<file path="src/hw/vidc_defines.svh">
/*
 Offsets, field layout, reset values and timing counts of the target-code interpreter.
 Included by the design file only.
*/
`ifndef VIDC_DEFINES_SVH
`define VIDC_DEFINES_SVH
`define VIDC_FRAME_BITS 4'hF
`define VIDC_BCAST_A 4'hE
`define VIDC_BCAST_B 4'hF
`define VIDC_R_MAKER 8'h00
`define VIDC_R_PRODUCT 8'h01
`define VIDC_R_REV 8'h02
`define VIDC_R_PROTO 8'h05
`define VIDC_R_CAPAB 8'h06
`define VIDC_R_STAT1 8'h10
`define VIDC_R_STAT2 8'h11
`define VIDC_R_TZONE 8'h12
`define VIDC_R_CUR0 8'h15
`define VIDC_R_CUR1 8'h16
`define VIDC_R_STAT2P 8'h1C
`define VIDC_R_ICCMAX 8'h21
`define VIDC_R_TMAX 8'h22
`define VIDC_R_SRFAST 8'h24
`define VIDC_R_SRSLOW 8'h25
`define VIDC_R_VBOOT 8'h26
`define VIDC_R_VMAX 8'h30
`define VIDC_R_TARGET 8'h31
`define VIDC_R_PSTATE 8'h32
`define VIDC_R_MARGIN 8'h33
`define VIDC_R_MULTI 8'h34
`define VIDC_R_PTR 8'h35
`define VIDC_R_CTRL 8'h40
`define VIDC_VBOOT_RST 8'h97
`define VIDC_CAPAB_RST 8'h81
`define VIDC_PROTO_RST 8'h01
`define VIDC_FAST_RAMP_RATE_MV_US 20
`define VIDC_SLOW_RAMP_RATE_MV_US 5
`define VIDC_STEP_MV 5
`define VIDC_CLK_MHZ 20
`define VIDC_FAST_CYC ((`VIDC_STEP_MV * `VIDC_CLK_MHZ) / `VIDC_FAST_RAMP_RATE_MV_US)
`define VIDC_SLOW_CYC ((`VIDC_STEP_MV * `VIDC_CLK_MHZ) / `VIDC_SLOW_RAMP_RATE_MV_US)
`define VIDC_MV_BASE 11'd245
`define VIDC_CODE_MAX 9'h0FF
`endif

</file>
<file path="src/hw/vidc_pkg.sv">
/*
 Types of the target-code interpreter: command codes and ramp states.
 Assumes nothing of its surroundings.
*/
package vidc_pkg;
    typedef enum logic [2:0] {
        VIDC_CMD_TRIM = 3'h0, VIDC_CMD_FAST = 3'h1, VIDC_CMD_SLOW = 3'h2,
        VIDC_CMD_DECAY = 3'h3, VIDC_CMD_PS = 3'h4, VIDC_CMD_PTR = 3'h5,
        VIDC_CMD_WRITE = 3'h6, VIDC_CMD_READ = 3'h7
    } vidc_cmd_t;
    typedef enum logic [2:0] {
        VIDC_IDLE = 3'b001, VIDC_UP = 3'b010, VIDC_DOWN = 3'b100
    } vidc_ramp_t;
endpackage

</file>
<file path="src/hw/vidc_core.sv">
/*
 Serial command interpreter, register set and set-point ramp of a regulator controller.
 Assumes a frame pin, link clock pin and data pin from the bus master (asynchronous),
 telemetry from logic on ref_clk_in, and a local register port on ref_clk_in.
*/
// Added by the designer: the register addresses and the strobed register port.
// How it works
// Fast set-target ramps the set point at 20 mV per microsecond.
// Slow set-target ramps the set point at 5 mV per microsecond.
// Set-power-state changes the state; its register reports the state in effect.
// Pointer-declare stores the register address in a scratch pointer.
// Data-write stores its payload in the register the pointer names.
// Register-read returns the register named in the command.
// Master never sends factory trim; device ignores it.
// Decay set-target unsupported; device ignores it.
// Margin offset pushing target above 1.52 V or below 0 V is not acknowledged.
// Code 0x00 means zero volts, output off.
// Code 0x01 is 0.250 V, plus 5 mV per code.
// A second status register records bus errors.
// A copy register keeps the earlier bus-error status.
// Target register holds the code in effect after each accepted set-target.
// Writable boot register is loaded into the target by a port write setting bit 0 of the control register; reset restores the default.
// Temperature zone and both rail currents are readable.
// Fast and slow ramp rates are held in separate registers.
// Maker, product, revision, protocol and capability registers are readable.
// Current, temperature and voltage limit registers are programmable.
// Margin offset shifts the effective target; multi-regulator config is kept.
// Device answers its strapped address (0..13) and two broadcast addresses.
// No parity on pointer-declare and data-write; both are acknowledged, save a data-write refused under R9.
// Unsupported command codes change nothing but bit 0 of the bus-error status.
`timescale 1ns/1ps
`include "vidc_defines.svh"

module vidc_core
    import vidc_pkg::*;
#(
    parameter logic [7:0] MAKER_ID = 8'h5A, // Arbitrary value
    parameter logic [7:0] PRODUCT_ID = 8'h3C, // Arbitrary value
    parameter logic [7:0] REVISION_ID = 8'h01 // Arbitrary value
) (
    input wire logic ref_clk_in, // 20 MHz clock
    input wire logic reset_in, // Synchronous reset, high
    input wire logic [3:0] addr_strap_in, // Bus address strap
    input wire logic link_clk_in, // Link clock pin
    input wire logic link_frame_in, // Frame active pin
    input wire logic link_data_in, // Serial data pin
    input wire logic [7:0] temp_zone_in, // Temperature zone, first rail
    input wire logic [7:0] current_first_in, // First rail current
    input wire logic [7:0] current_second_in, // Second rail current
    input wire logic [7:0] reg_addr_in, // Register port address
    input wire logic [7:0] reg_wdata_in, // Register port write data
    input wire logic reg_wr_in, // Register port write strobe
    input wire logic reg_rd_in, // Register port read strobe
    output logic [7:0] reg_rdata_out, // Register port read data
    output logic reply_strobe_out, // Command answered, one cycle
    output logic reply_ack_out, // Command acknowledged
    output logic [7:0] reply_data_out, // Read data for the master
    output logic [7:0] setpoint_code_out, // Ramping set-point code
    output logic [10:0] setpoint_mv_out, // Set point in millivolts
    output logic [1:0] power_state_out // Power state in effect
);
    logic [2:0] lclk_q, lfrm_q;
    logic [1:0] ldat_q;
    logic [14:0] shift_q;
    logic [3:0] bits_q, my_addr_q;
    logic cmd_v_q;
    logic [7:0] ptr_q, target_q, vboot_q, icc_q, tmax_q, vmax_q, multi_q;
    logic [7:0] margin_q, stat2_q, stat2p_q;
    logic [1:0] ps_q;
    logic slow_q;
    logic [4:0] tick_q;
    vidc_ramp_t ramp_q, ramp_d;
    logic [7:0] sp_q;

    always_ff @(posedge ref_clk_in) begin
        if (reset_in) begin
            lclk_q <= 3'h0;
            lfrm_q <= 3'h0;
            ldat_q <= 2'h0;
        end else begin
            lclk_q <= {lclk_q[1:0], link_clk_in};
            lfrm_q <= {lfrm_q[1:0], link_frame_in};
            ldat_q <= {ldat_q[0], link_data_in};
        end
    end

    wire lclk_rise_w = lclk_q[1] & ~lclk_q[2];
    wire frm_w = lfrm_q[1];
    wire frm_end_w = ~lfrm_q[1] & lfrm_q[2];
    wire bit_w = frm_w & lclk_rise_w & (bits_q != `VIDC_FRAME_BITS);
    wire short_w = frm_end_w & (bits_q != `VIDC_FRAME_BITS);

    always_ff @(posedge ref_clk_in) begin
        if (reset_in) begin
            shift_q <= 15'h0000;
            bits_q <= 4'h0;
            cmd_v_q <= 1'b0;
        end else begin
            cmd_v_q <= bit_w & (bits_q == 4'hE);
            if (bit_w) begin
                shift_q <= {shift_q[13:0], ldat_q[1]};
            end
            if (!frm_w) begin
                bits_q <= 4'h0;
            end else if (bit_w) begin
                bits_q <= bits_q + 4'h1;
            end
        end
    end

    // Strap taken while reset is held
    always_ff @(posedge ref_clk_in) begin
        if (reset_in) begin
            my_addr_q <= addr_strap_in;
        end
    end

    wire [3:0] f_addr_w = shift_q[14:11];
    wire [2:0] f_cmd_w = shift_q[10:8];
    wire [7:0] f_pay_w = shift_q[7:0];
    wire own_w = (my_addr_q < 4'hE) & (f_addr_w == my_addr_q);
    wire hit_w = own_w | (f_addr_w == `VIDC_BCAST_A) | (f_addr_w == `VIDC_BCAST_B);
    wire go_w = cmd_v_q & hit_w;
    wire c_fast_w = go_w & (f_cmd_w == VIDC_CMD_FAST);
    wire c_slow_w = go_w & (f_cmd_w == VIDC_CMD_SLOW);
    wire c_ps_w = go_w & (f_cmd_w == VIDC_CMD_PS);
    wire c_ptr_w = go_w & (f_cmd_w == VIDC_CMD_PTR);
    wire c_wr_w = go_w & (f_cmd_w == VIDC_CMD_WRITE);
    wire c_rd_w = go_w & (f_cmd_w == VIDC_CMD_READ);
    // Trim and decay codes only set bit 0 of the bus-error status
    wire c_bad_w = go_w & ((f_cmd_w == VIDC_CMD_TRIM) | (f_cmd_w == VIDC_CMD_DECAY));
    wire c_tgt_w = c_fast_w | c_slow_w;

    wire sw_wr_w = reg_wr_in & ~c_wr_w;
    wire [7:0] wa_w = c_wr_w ? ptr_q : reg_addr_in;
    wire [7:0] wd_w = c_wr_w ? f_pay_w : reg_wdata_in;
    wire we_w = c_wr_w | sw_wr_w;
    wire [8:0] sum_w = {1'b0, target_q} + {{1{margin_q[7]}}, margin_q};
    wire [8:0] tst_w = {1'b0, target_q} + {{1{wd_w[7]}}, wd_w};
    // Carry out marks overflow for a positive and underflow for a negative offset
    wire tst_bad_w = tst_w[8];
    wire mg_bad_w = (wa_w == `VIDC_R_MARGIN) & tst_bad_w;
    wire wr_ok_w = we_w & ~mg_bad_w;
    wire wr_ptr_w = wr_ok_w & (wa_w == `VIDC_R_PTR);
    wire ctrl_boot_w = sw_wr_w & (reg_addr_in == `VIDC_R_CTRL) & reg_wdata_in[0];
    wire rd_st2_w = c_rd_w & (f_pay_w == `VIDC_R_STAT2);

    always_ff @(posedge ref_clk_in) begin
        if (reset_in) begin
            ptr_q <= 8'h00;
            vboot_q <= `VIDC_VBOOT_RST;
            icc_q <= 8'h00;
            tmax_q <= 8'h00;
            vmax_q <= 8'hFF;
            margin_q <= 8'h00;
            multi_q <= 8'h00;
        end else begin
            if (c_ptr_w) begin
                ptr_q <= f_pay_w;
            end else if (wr_ptr_w) begin
                ptr_q <= wd_w;
            end
            if (wr_ok_w) begin
                case (wa_w)
                    `VIDC_R_VBOOT: vboot_q <= wd_w;
                    `VIDC_R_ICCMAX: icc_q <= wd_w;
                    `VIDC_R_TMAX: tmax_q <= wd_w;
                    `VIDC_R_VMAX: vmax_q <= wd_w;
                    `VIDC_R_MARGIN: margin_q <= wd_w;
                    `VIDC_R_MULTI: multi_q <= wd_w;
                    default: ;
                endcase
            end
        end
    end

    always_ff @(posedge ref_clk_in) begin
        if (reset_in) begin
            target_q <= `VIDC_VBOOT_RST;
            slow_q <= 1'b0;
            ps_q <= 2'h0;
        end else begin
            if (c_tgt_w) begin
                target_q <= f_pay_w;
                slow_q <= c_slow_w;
            end else if (ctrl_boot_w) begin
                target_q <= vboot_q;
            end
            if (c_ps_w) begin
                ps_q <= f_pay_w[1:0];
            end
        end
    end

    // Bus errors: set wins over the clear done by reading
    wire [7:0] err_w = {5'h00, short_w, c_wr_w & mg_bad_w, c_bad_w};
    always_ff @(posedge ref_clk_in) begin
        if (reset_in) begin
            stat2_q <= 8'h00;
            stat2p_q <= 8'h00;
        end else begin
            stat2_q <= (rd_st2_w ? 8'h00 : stat2_q) | err_w;
            if (rd_st2_w) begin
                stat2p_q <= stat2_q;
            end
        end
    end

    // Effective target, clamped to the code range
    wire [7:0] eff_w = sum_w[8] ? (margin_q[7] ? 8'h00 : 8'hFF)
                                : sum_w[7:0];
    wire [4:0] per_w = slow_q ? 5'(`VIDC_SLOW_CYC - 1) : 5'(`VIDC_FAST_CYC - 1);
    wire step_w = (ramp_q != VIDC_IDLE) & (tick_q == per_w);

    always_comb begin
        ramp_d = VIDC_IDLE;
        case (ramp_q)
            VIDC_IDLE, VIDC_UP, VIDC_DOWN: begin
                if (eff_w > sp_q) begin
                    ramp_d = VIDC_UP;
                end else if (eff_w < sp_q) begin
                    ramp_d = VIDC_DOWN;
                end
            end
            default: ramp_d = VIDC_IDLE;
        endcase
    end

    always_ff @(posedge ref_clk_in) begin
        if (reset_in) begin
            ramp_q <= VIDC_IDLE;
            tick_q <= 5'h00;
            sp_q <= `VIDC_VBOOT_RST;
        end else begin
            ramp_q <= ramp_d;
            if (c_tgt_w || ramp_q == VIDC_IDLE || step_w) begin
                tick_q <= 5'h00;
            end else begin
                tick_q <= tick_q + 5'h01;
            end
            if (step_w && ramp_q == VIDC_UP && eff_w > sp_q) begin
                sp_q <= sp_q + 8'h01;
            end else if (step_w && ramp_q == VIDC_DOWN && eff_w < sp_q) begin
                sp_q <= sp_q - 8'h01;
            end
        end
    end

    logic [7:0] rd_mux;
    wire [7:0] rd_sel_w = c_rd_w ? f_pay_w : reg_addr_in;
    wire [7:0] stat1_w = {6'h00, sp_q == 8'h00, ramp_q != VIDC_IDLE};
    always_comb begin
        case (rd_sel_w)
            `VIDC_R_MAKER: rd_mux = MAKER_ID;
            `VIDC_R_PRODUCT: rd_mux = PRODUCT_ID;
            `VIDC_R_REV: rd_mux = REVISION_ID;
            `VIDC_R_PROTO: rd_mux = `VIDC_PROTO_RST;
            `VIDC_R_CAPAB: rd_mux = `VIDC_CAPAB_RST;
            `VIDC_R_STAT1: rd_mux = stat1_w;
            `VIDC_R_STAT2: rd_mux = stat2_q;
            `VIDC_R_TZONE: rd_mux = temp_zone_in;
            `VIDC_R_CUR0: rd_mux = current_first_in;
            `VIDC_R_CUR1: rd_mux = current_second_in;
            `VIDC_R_STAT2P: rd_mux = stat2p_q;
            `VIDC_R_ICCMAX: rd_mux = icc_q;
            `VIDC_R_TMAX: rd_mux = tmax_q;
            `VIDC_R_SRFAST: rd_mux = 8'(`VIDC_FAST_RAMP_RATE_MV_US);
            `VIDC_R_SRSLOW: rd_mux = 8'(`VIDC_SLOW_RAMP_RATE_MV_US);
            `VIDC_R_VBOOT: rd_mux = vboot_q;
            `VIDC_R_VMAX: rd_mux = vmax_q;
            `VIDC_R_TARGET: rd_mux = target_q;
            `VIDC_R_PSTATE: rd_mux = {6'h00, ps_q};
            `VIDC_R_MARGIN: rd_mux = margin_q;
            `VIDC_R_MULTI: rd_mux = multi_q;
            `VIDC_R_PTR: rd_mux = ptr_q;
            default: rd_mux = 8'h00;
        endcase
    end

    wire ack_w = c_tgt_w | c_ps_w | c_ptr_w | c_rd_w | (c_wr_w & ~mg_bad_w);
    // Code zero is off, else 245 mV plus 5 mV per code
    wire [10:0] mv_w = (sp_q == 8'h00) ? 11'd0
                     : 11'(`VIDC_MV_BASE + 11'(sp_q) * 11'd5);

    always_ff @(posedge ref_clk_in) begin
        if (reset_in) begin
            reg_rdata_out <= 8'h00;
            reply_strobe_out <= 1'b0;
            reply_ack_out <= 1'b0;
            reply_data_out <= 8'h00;
            setpoint_code_out <= 8'h00;
            setpoint_mv_out <= 11'd0;
            power_state_out <= 2'h0;
        end else begin
            reg_rdata_out <= (reg_rd_in && !c_rd_w) ? rd_mux : 8'h00;
            reply_strobe_out <= go_w;
            reply_ack_out <= ack_w;
            reply_data_out <= c_rd_w ? rd_mux : 8'h00;
            setpoint_code_out <= sp_q;
            setpoint_mv_out <= mv_w;
            power_state_out <= ps_q;
        end
    end

    fast_gap_a: assert property (@(posedge ref_clk_in) disable iff (reset_in)
        (step_w && !slow_q && !c_tgt_w) |=> !step_w [*4])
        else $error("fast ramp stepped too early");
    slow_gap_a: assert property (@(posedge ref_clk_in) disable iff (reset_in)
        (step_w && slow_q && !c_tgt_w) |=> !step_w [*8])
        else $error("slow ramp stepped too early");
    ramp_cause_a: assert property (@(posedge ref_clk_in) disable iff (reset_in)
        (sp_q != $past(sp_q)) |-> $past(step_w))
        else $error("set point moved without a step");
    pstate_out_a: assert property (@(posedge ref_clk_in) disable iff (reset_in)
        c_ps_w |-> ##2 power_state_out == $past(f_pay_w[1:0], 2))
        else $error("power state not reported");
    ptr_store_a: assert property (@(posedge ref_clk_in) disable iff (reset_in)
        c_ptr_w |=> ptr_q == $past(f_pay_w))
        else $error("pointer not stored");
    ptr_write_a: assert property (@(posedge ref_clk_in) disable iff (reset_in)
        (c_wr_w && ptr_q == `VIDC_R_TMAX) |=> tmax_q == $past(f_pay_w))
        else $error("pointed write lost");
    read_reply_a: assert property (@(posedge ref_clk_in) disable iff (reset_in)
        (c_rd_w && f_pay_w == `VIDC_R_TARGET) |=> reply_strobe_out && reply_ack_out
            && reply_data_out == $past(target_q))
        else $error("read reply wrong");
    bad_cmd_a: assert property (@(posedge ref_clk_in) disable iff (reset_in)
        c_bad_w |=> !reply_ack_out && $stable(target_q) && stat2_q[0])
        else $error("unsupported command had effect");
    margin_ref_a: assert property (@(posedge ref_clk_in) disable iff (reset_in)
        (c_wr_w && mg_bad_w) |=> !reply_ack_out && $stable(margin_q))
        else $error("out of range margin accepted");
    mv_map_a: assert property (@(posedge ref_clk_in) disable iff (reset_in)
        (sp_q == 8'h02) |=> setpoint_mv_out == 11'd255)
        else $error("code 0x02 not 255 mV");
    target_upd_a: assert property (@(posedge ref_clk_in) disable iff (reset_in)
        c_tgt_w |=> target_q == $past(f_pay_w))
        else $error("target not updated");
    stat2_copy_a: assert property (@(posedge ref_clk_in) disable iff (reset_in)
        rd_st2_w |=> stat2p_q == $past(stat2_q))
        else $error("previous bus error status lost");
    short_flag_a: assert property (@(posedge ref_clk_in) disable iff (reset_in)
        short_w |=> stat2_q[2])
        else $error("short frame not recorded");
    boot_load_a: assert property (@(posedge ref_clk_in) disable iff (reset_in)
        (ctrl_boot_w && !c_tgt_w) |=> target_q == $past(vboot_q))
        else $error("boot code not loaded");
endmodule

</file>
<file path="config.mk">
export PLATFORM = sky130hd
export DESIGN_NAME = vidc_core
export DESIGN_NICKNAME = d
export VERILOG_FILES = /design/src/hw/vidc_pkg.sv /design/src/hw/vidc_core.sv
export VERILOG_INCLUDE_DIRS = /design/src /design/src/hw
export SDC_FILE = /design/constraint.sdc
export NUM_CORES = 1
export LEC_CHECK = 0
export CAP_MARGIN = 20
export CORE_ASPECT_RATIO = 0.8
export CORE_MARGIN = 3
export CORE_UTILIZATION = 40
export CTS_BUF_LIST = sky130_fd_sc_hd__clkbuf_8
export DETAILED_ROUTE_END_ITERATION = 8
export DONT_BUFFER_PORTS = 1
export SLEW_MARGIN = 30
export SYNTH_ARGS = -nofsm -noshare
export SYNTH_HDL_FRONTEND = slang
export SYNTH_SLANG_ARGS = --single-unit
</file>
<file path="constraint.sdc">
create_clock -name ref_clk_in -period 15.9 [get_ports ref_clk_in]
set_clock_uncertainty 0.05 [all_clocks]
set_input_delay 1.59 -clock ref_clk_in [delete_from_list [all_inputs] [get_ports ref_clk_in]]
set_output_delay 1.59 -clock ref_clk_in [all_outputs]
set_load 0.005 [all_outputs]
</file>
==> out/qor.yml <==
detailed_routing:
  avgRoutedWirePerCell_um: 20.3
  drc: 0
  postRouteAntennaNets: 0
  route.vias.total: 7331
  drt_wl_total_um: 25700
  vias_per_cell: 5.79
  first_iter_violations: 799
  drtPass1Iterations: 5
pwr:
  p_total_mw: 0.755
  power.static_leakage_nw: 3.79
  p_comb_frac: 0.030
  power.share.switching: 0.234
  pwr-share-seq: 0.540
  vdd_ir_drop_max_v: 0.0000540
  p_int_mw: 0.578
  power.density_nw_per_um2: 80.2
  p_sw_mw: 0.177
  p_clk_frac: 0.429
finish:
  postLayoutCellArea_um2: 9420
  final_cells: 1266
  num-fill-cells: 2045
  area_growth_pct: 7.08
  num_antenna_cells: 0
  layout_commonest_cell: "dfxtp_1"
  final_cell_mix: "dfxtp_1, nor2_1, nand2_1, mux2i_1, a21oi_1"
  drive_gt1_frac: 0.0792
  fin_nets: 1090
synthesis:
  postSynthAreaPerCell_um2: 8.76
  yosys_most_used_dff: "dfxtp_1"
  netlist_area_um2: 8800
  synth_top_cells_by_area: "dfxtp_1, mux2i_1, ha_1"
  synth_edf_count: 4
  synthCells: 1004
  seq_area_frac_synth: 0.369
  ys_ff_latch: 160
  synthDistinctLibCells: 82
  async_reset_ff_frac: 0
  synth_area_leader_cell: "dfxtp_1"
  ys_warn_count: 0
  synth_nets: 1109
  yosysTopAreaCellShare: 0.355
placed_design:
  dp.cells: 1235
  gp_congestion: 0.992
  postPlaceCellArea_um2: 8990
  port_buffers: 0
  dp_hpwl_um: 18800
worst_setup_path:
  start_kind: "register"
  arrival_ns: 5.96
  reg2reg_depth: 24
  cp.required_ns: 16.18
  endpoint_kind: "register"
  setup.worst_path.class: "register to register"
  crit_fanout: 9
clock_network:
  cts_resized: 0
  cts.sinks: 160
  cts.reportedPaths.clkPinSlew_ns: 0.09
  cts_setup_buffers: 0
  cts_tree: "yes"
  h-tree-depth: 4
  cts.path.max_buffers: 2
  clock_latency_ns: 0.46
  numCtsBuffers: 17
  cts-root-buf: "clkbuf_8"
  ctsHoldBuffers: 0
sta:
  min_period_ns: 5.68
  fmaxAchievable_mhz: 176
  hold_viol_final: 0
  worstMarginPinSlew_ns: 1.02
  setup_viol: 0
  tns_ns: 0
  period_share: 0.357
  drv_slew: 0
  max_slew_margin: 0.317
  rsz0062_at_grt: "false"
floorplanning:
  io_pins: 90
  row_count: 47
  die_h_um: 139
  start_util: 0.417
  dieArea_um2: 23800
  coreArea_um2: 21100
  die_width_um: 172
min_path:
  min_delay_path_depth: 2
  hold_path.class: "register to register"
grt:
  grt_max_degree: 102
  grt_pass1_wl_um: 39500
  grtUsageTotal: 0.213
  antenna_found_initial: 0
  overflow: 0
  grt_pass1_vias: 6713
run:
  maxCapViolCount: 0
run_status:
  run_status: "complete, no violations"
[area by class of cell]
class	instances	area, um^2	share of cell area
Multi-Input combinational cell	758	5200	0.552
Sequential cell	160	3240	0.344
Tap cell	269	337	0.0357
Clock buffer	19	262	0.0278
Clock inverter	12	156	0.0166
Inverter	37	139	0.0147
Timing Repair Buffer	11	82.6	0.00877
[registers in the layout, summed over array words and instances (netlist names), 8 cells and up]
register	count
icc_q	8
margin_q	8
multi_q	8
ptr_q	8
reg_rdata_out	8
reply_data_out	8
setpoint_code_out	8
setpoint_mv_out	11
shift_q	15
sp_q	8
target_q	8
tmax_q	8
vboot_q	8
vmax_q	8
[synthesized netlist by cell type (all sizes together), types with 5 or more instances]
library cell / number
and2: 5
and3: 11
and4b: 5
a222oi: 9
o21bai: 9
a21o: 9
clkbuf: 32
nand3: 20
a211oi: 9
xnor2: 19
a22oi: 15
nand2: 110
o211ai: 7
ha: 48
o21ai: 18
o22ai: 14
nor3: 28
a22o: 7
fa: 6
nor4: 9
nor2: 131
maj3: 7
or2: 10
inv: 36
nor3b: 5
buf: 17
xor2: 11
a221oi: 9
dfxtp: 156
nand4: 17
nor2b: 25
mux2i: 69
a31oi: 8
a21oi: 55
[kinds of logic (layout without fill, tap and decap cells)]
logic type      count (synthesis)  count (layout)  synth area share
fa+ha+maj                      61              61            0.0899
compound gates                193             193             0.161
buf+inv                        86              79            0.0412
xor+xnor                       30              30            0.0307
flops                         160             160             0.369
simple gates                  401             401             0.225
mux                            73              73            0.0836
[critical path, stage by stage, from the launching register on]
cell      delay [ns]
dfxtp_1         0.34
ha_1            0.23
fa_1            0.41
a21o_1          0.18
a21oi_1         0.21
o21bai_1        0.09
a21oi_1         0.22
o21ai_1         0.25
maj3_1          0.42
ha_1            0.29
nor2b_1         0.14
o21a_1          0.16
o21a_1          0.16
o21bai_1        0.19
a21oi_1         0.13
nand2_1         0.25
ha_1            0.29
a21o_1          0.17
a21oi_1         0.22
nor2b_1         0.07
o21a_1          0.18
o41a_1          0.31
mux2_2          0.29
a211oi_1        0.23
a31oi_1         0.06
[path summary, 6_finish.rpt]
kind / to / from / slack, ns
setup / recovery: sp_q[7]$_SDFFE_PP1P_ / target_q[0]$_SDFFE_PP1P_ / 10.22
hold / removal: shift_q[0]$_SDFFE_PP0P_ / ldat_q[1]$_SDFF_PP0_ / 0.38
setup reg to reg: sp_q[7]$_SDFFE_PP1P_ / target_q[0]$_SDFFE_PP1P_ / 10.22
hold reg to reg: shift_q[0]$_SDFFE_PP0P_ / ldat_q[1]$_SDFF_PP0_ / 0.38
[through the flow]
step / hold WS (ns) / setup WS, ns / utilization
2_1_floorplan: 0.364 / 10.67 / -
3_3_place_gp: 0.370 / 10.36 / 0.426
3_5_place_dp: 0.372 / 10.26 / 0.426
4_1_cts: 0.377 / 10.22 / 0.446
5_1_grt: 0.395 / 9.76 / 0.446
6_report: 0.377 / 10.22 / 0.446
[power groups by stage]
stage	registers (mW)	logic, mW	clock network (mW)
3_3_place_gp	0.418	0.0225	0
5_1_grt	0.409	0.0250	0.351
3_5_place_dp	0.418	0.0225	0
2_1_floorplan	0.417	0.0207	0
6_report	0.408	0.0229	0.324
4_1_cts	0.408	0.0226	0.333
[layer usage]
metal | vias up | part of all wire | GRT usage
li1 | 3553 | - | -
met1 | 3472 | 0.48 | 0.320
met3 | 38 | 0.074 | 0.0470
met2 | 268 | 0.43 | 0.310
met5 | - | 0 | 0
met4 | 0 | 0.016 | 0.0512
No activity file was read; power rests on OpenSTA's default activity.
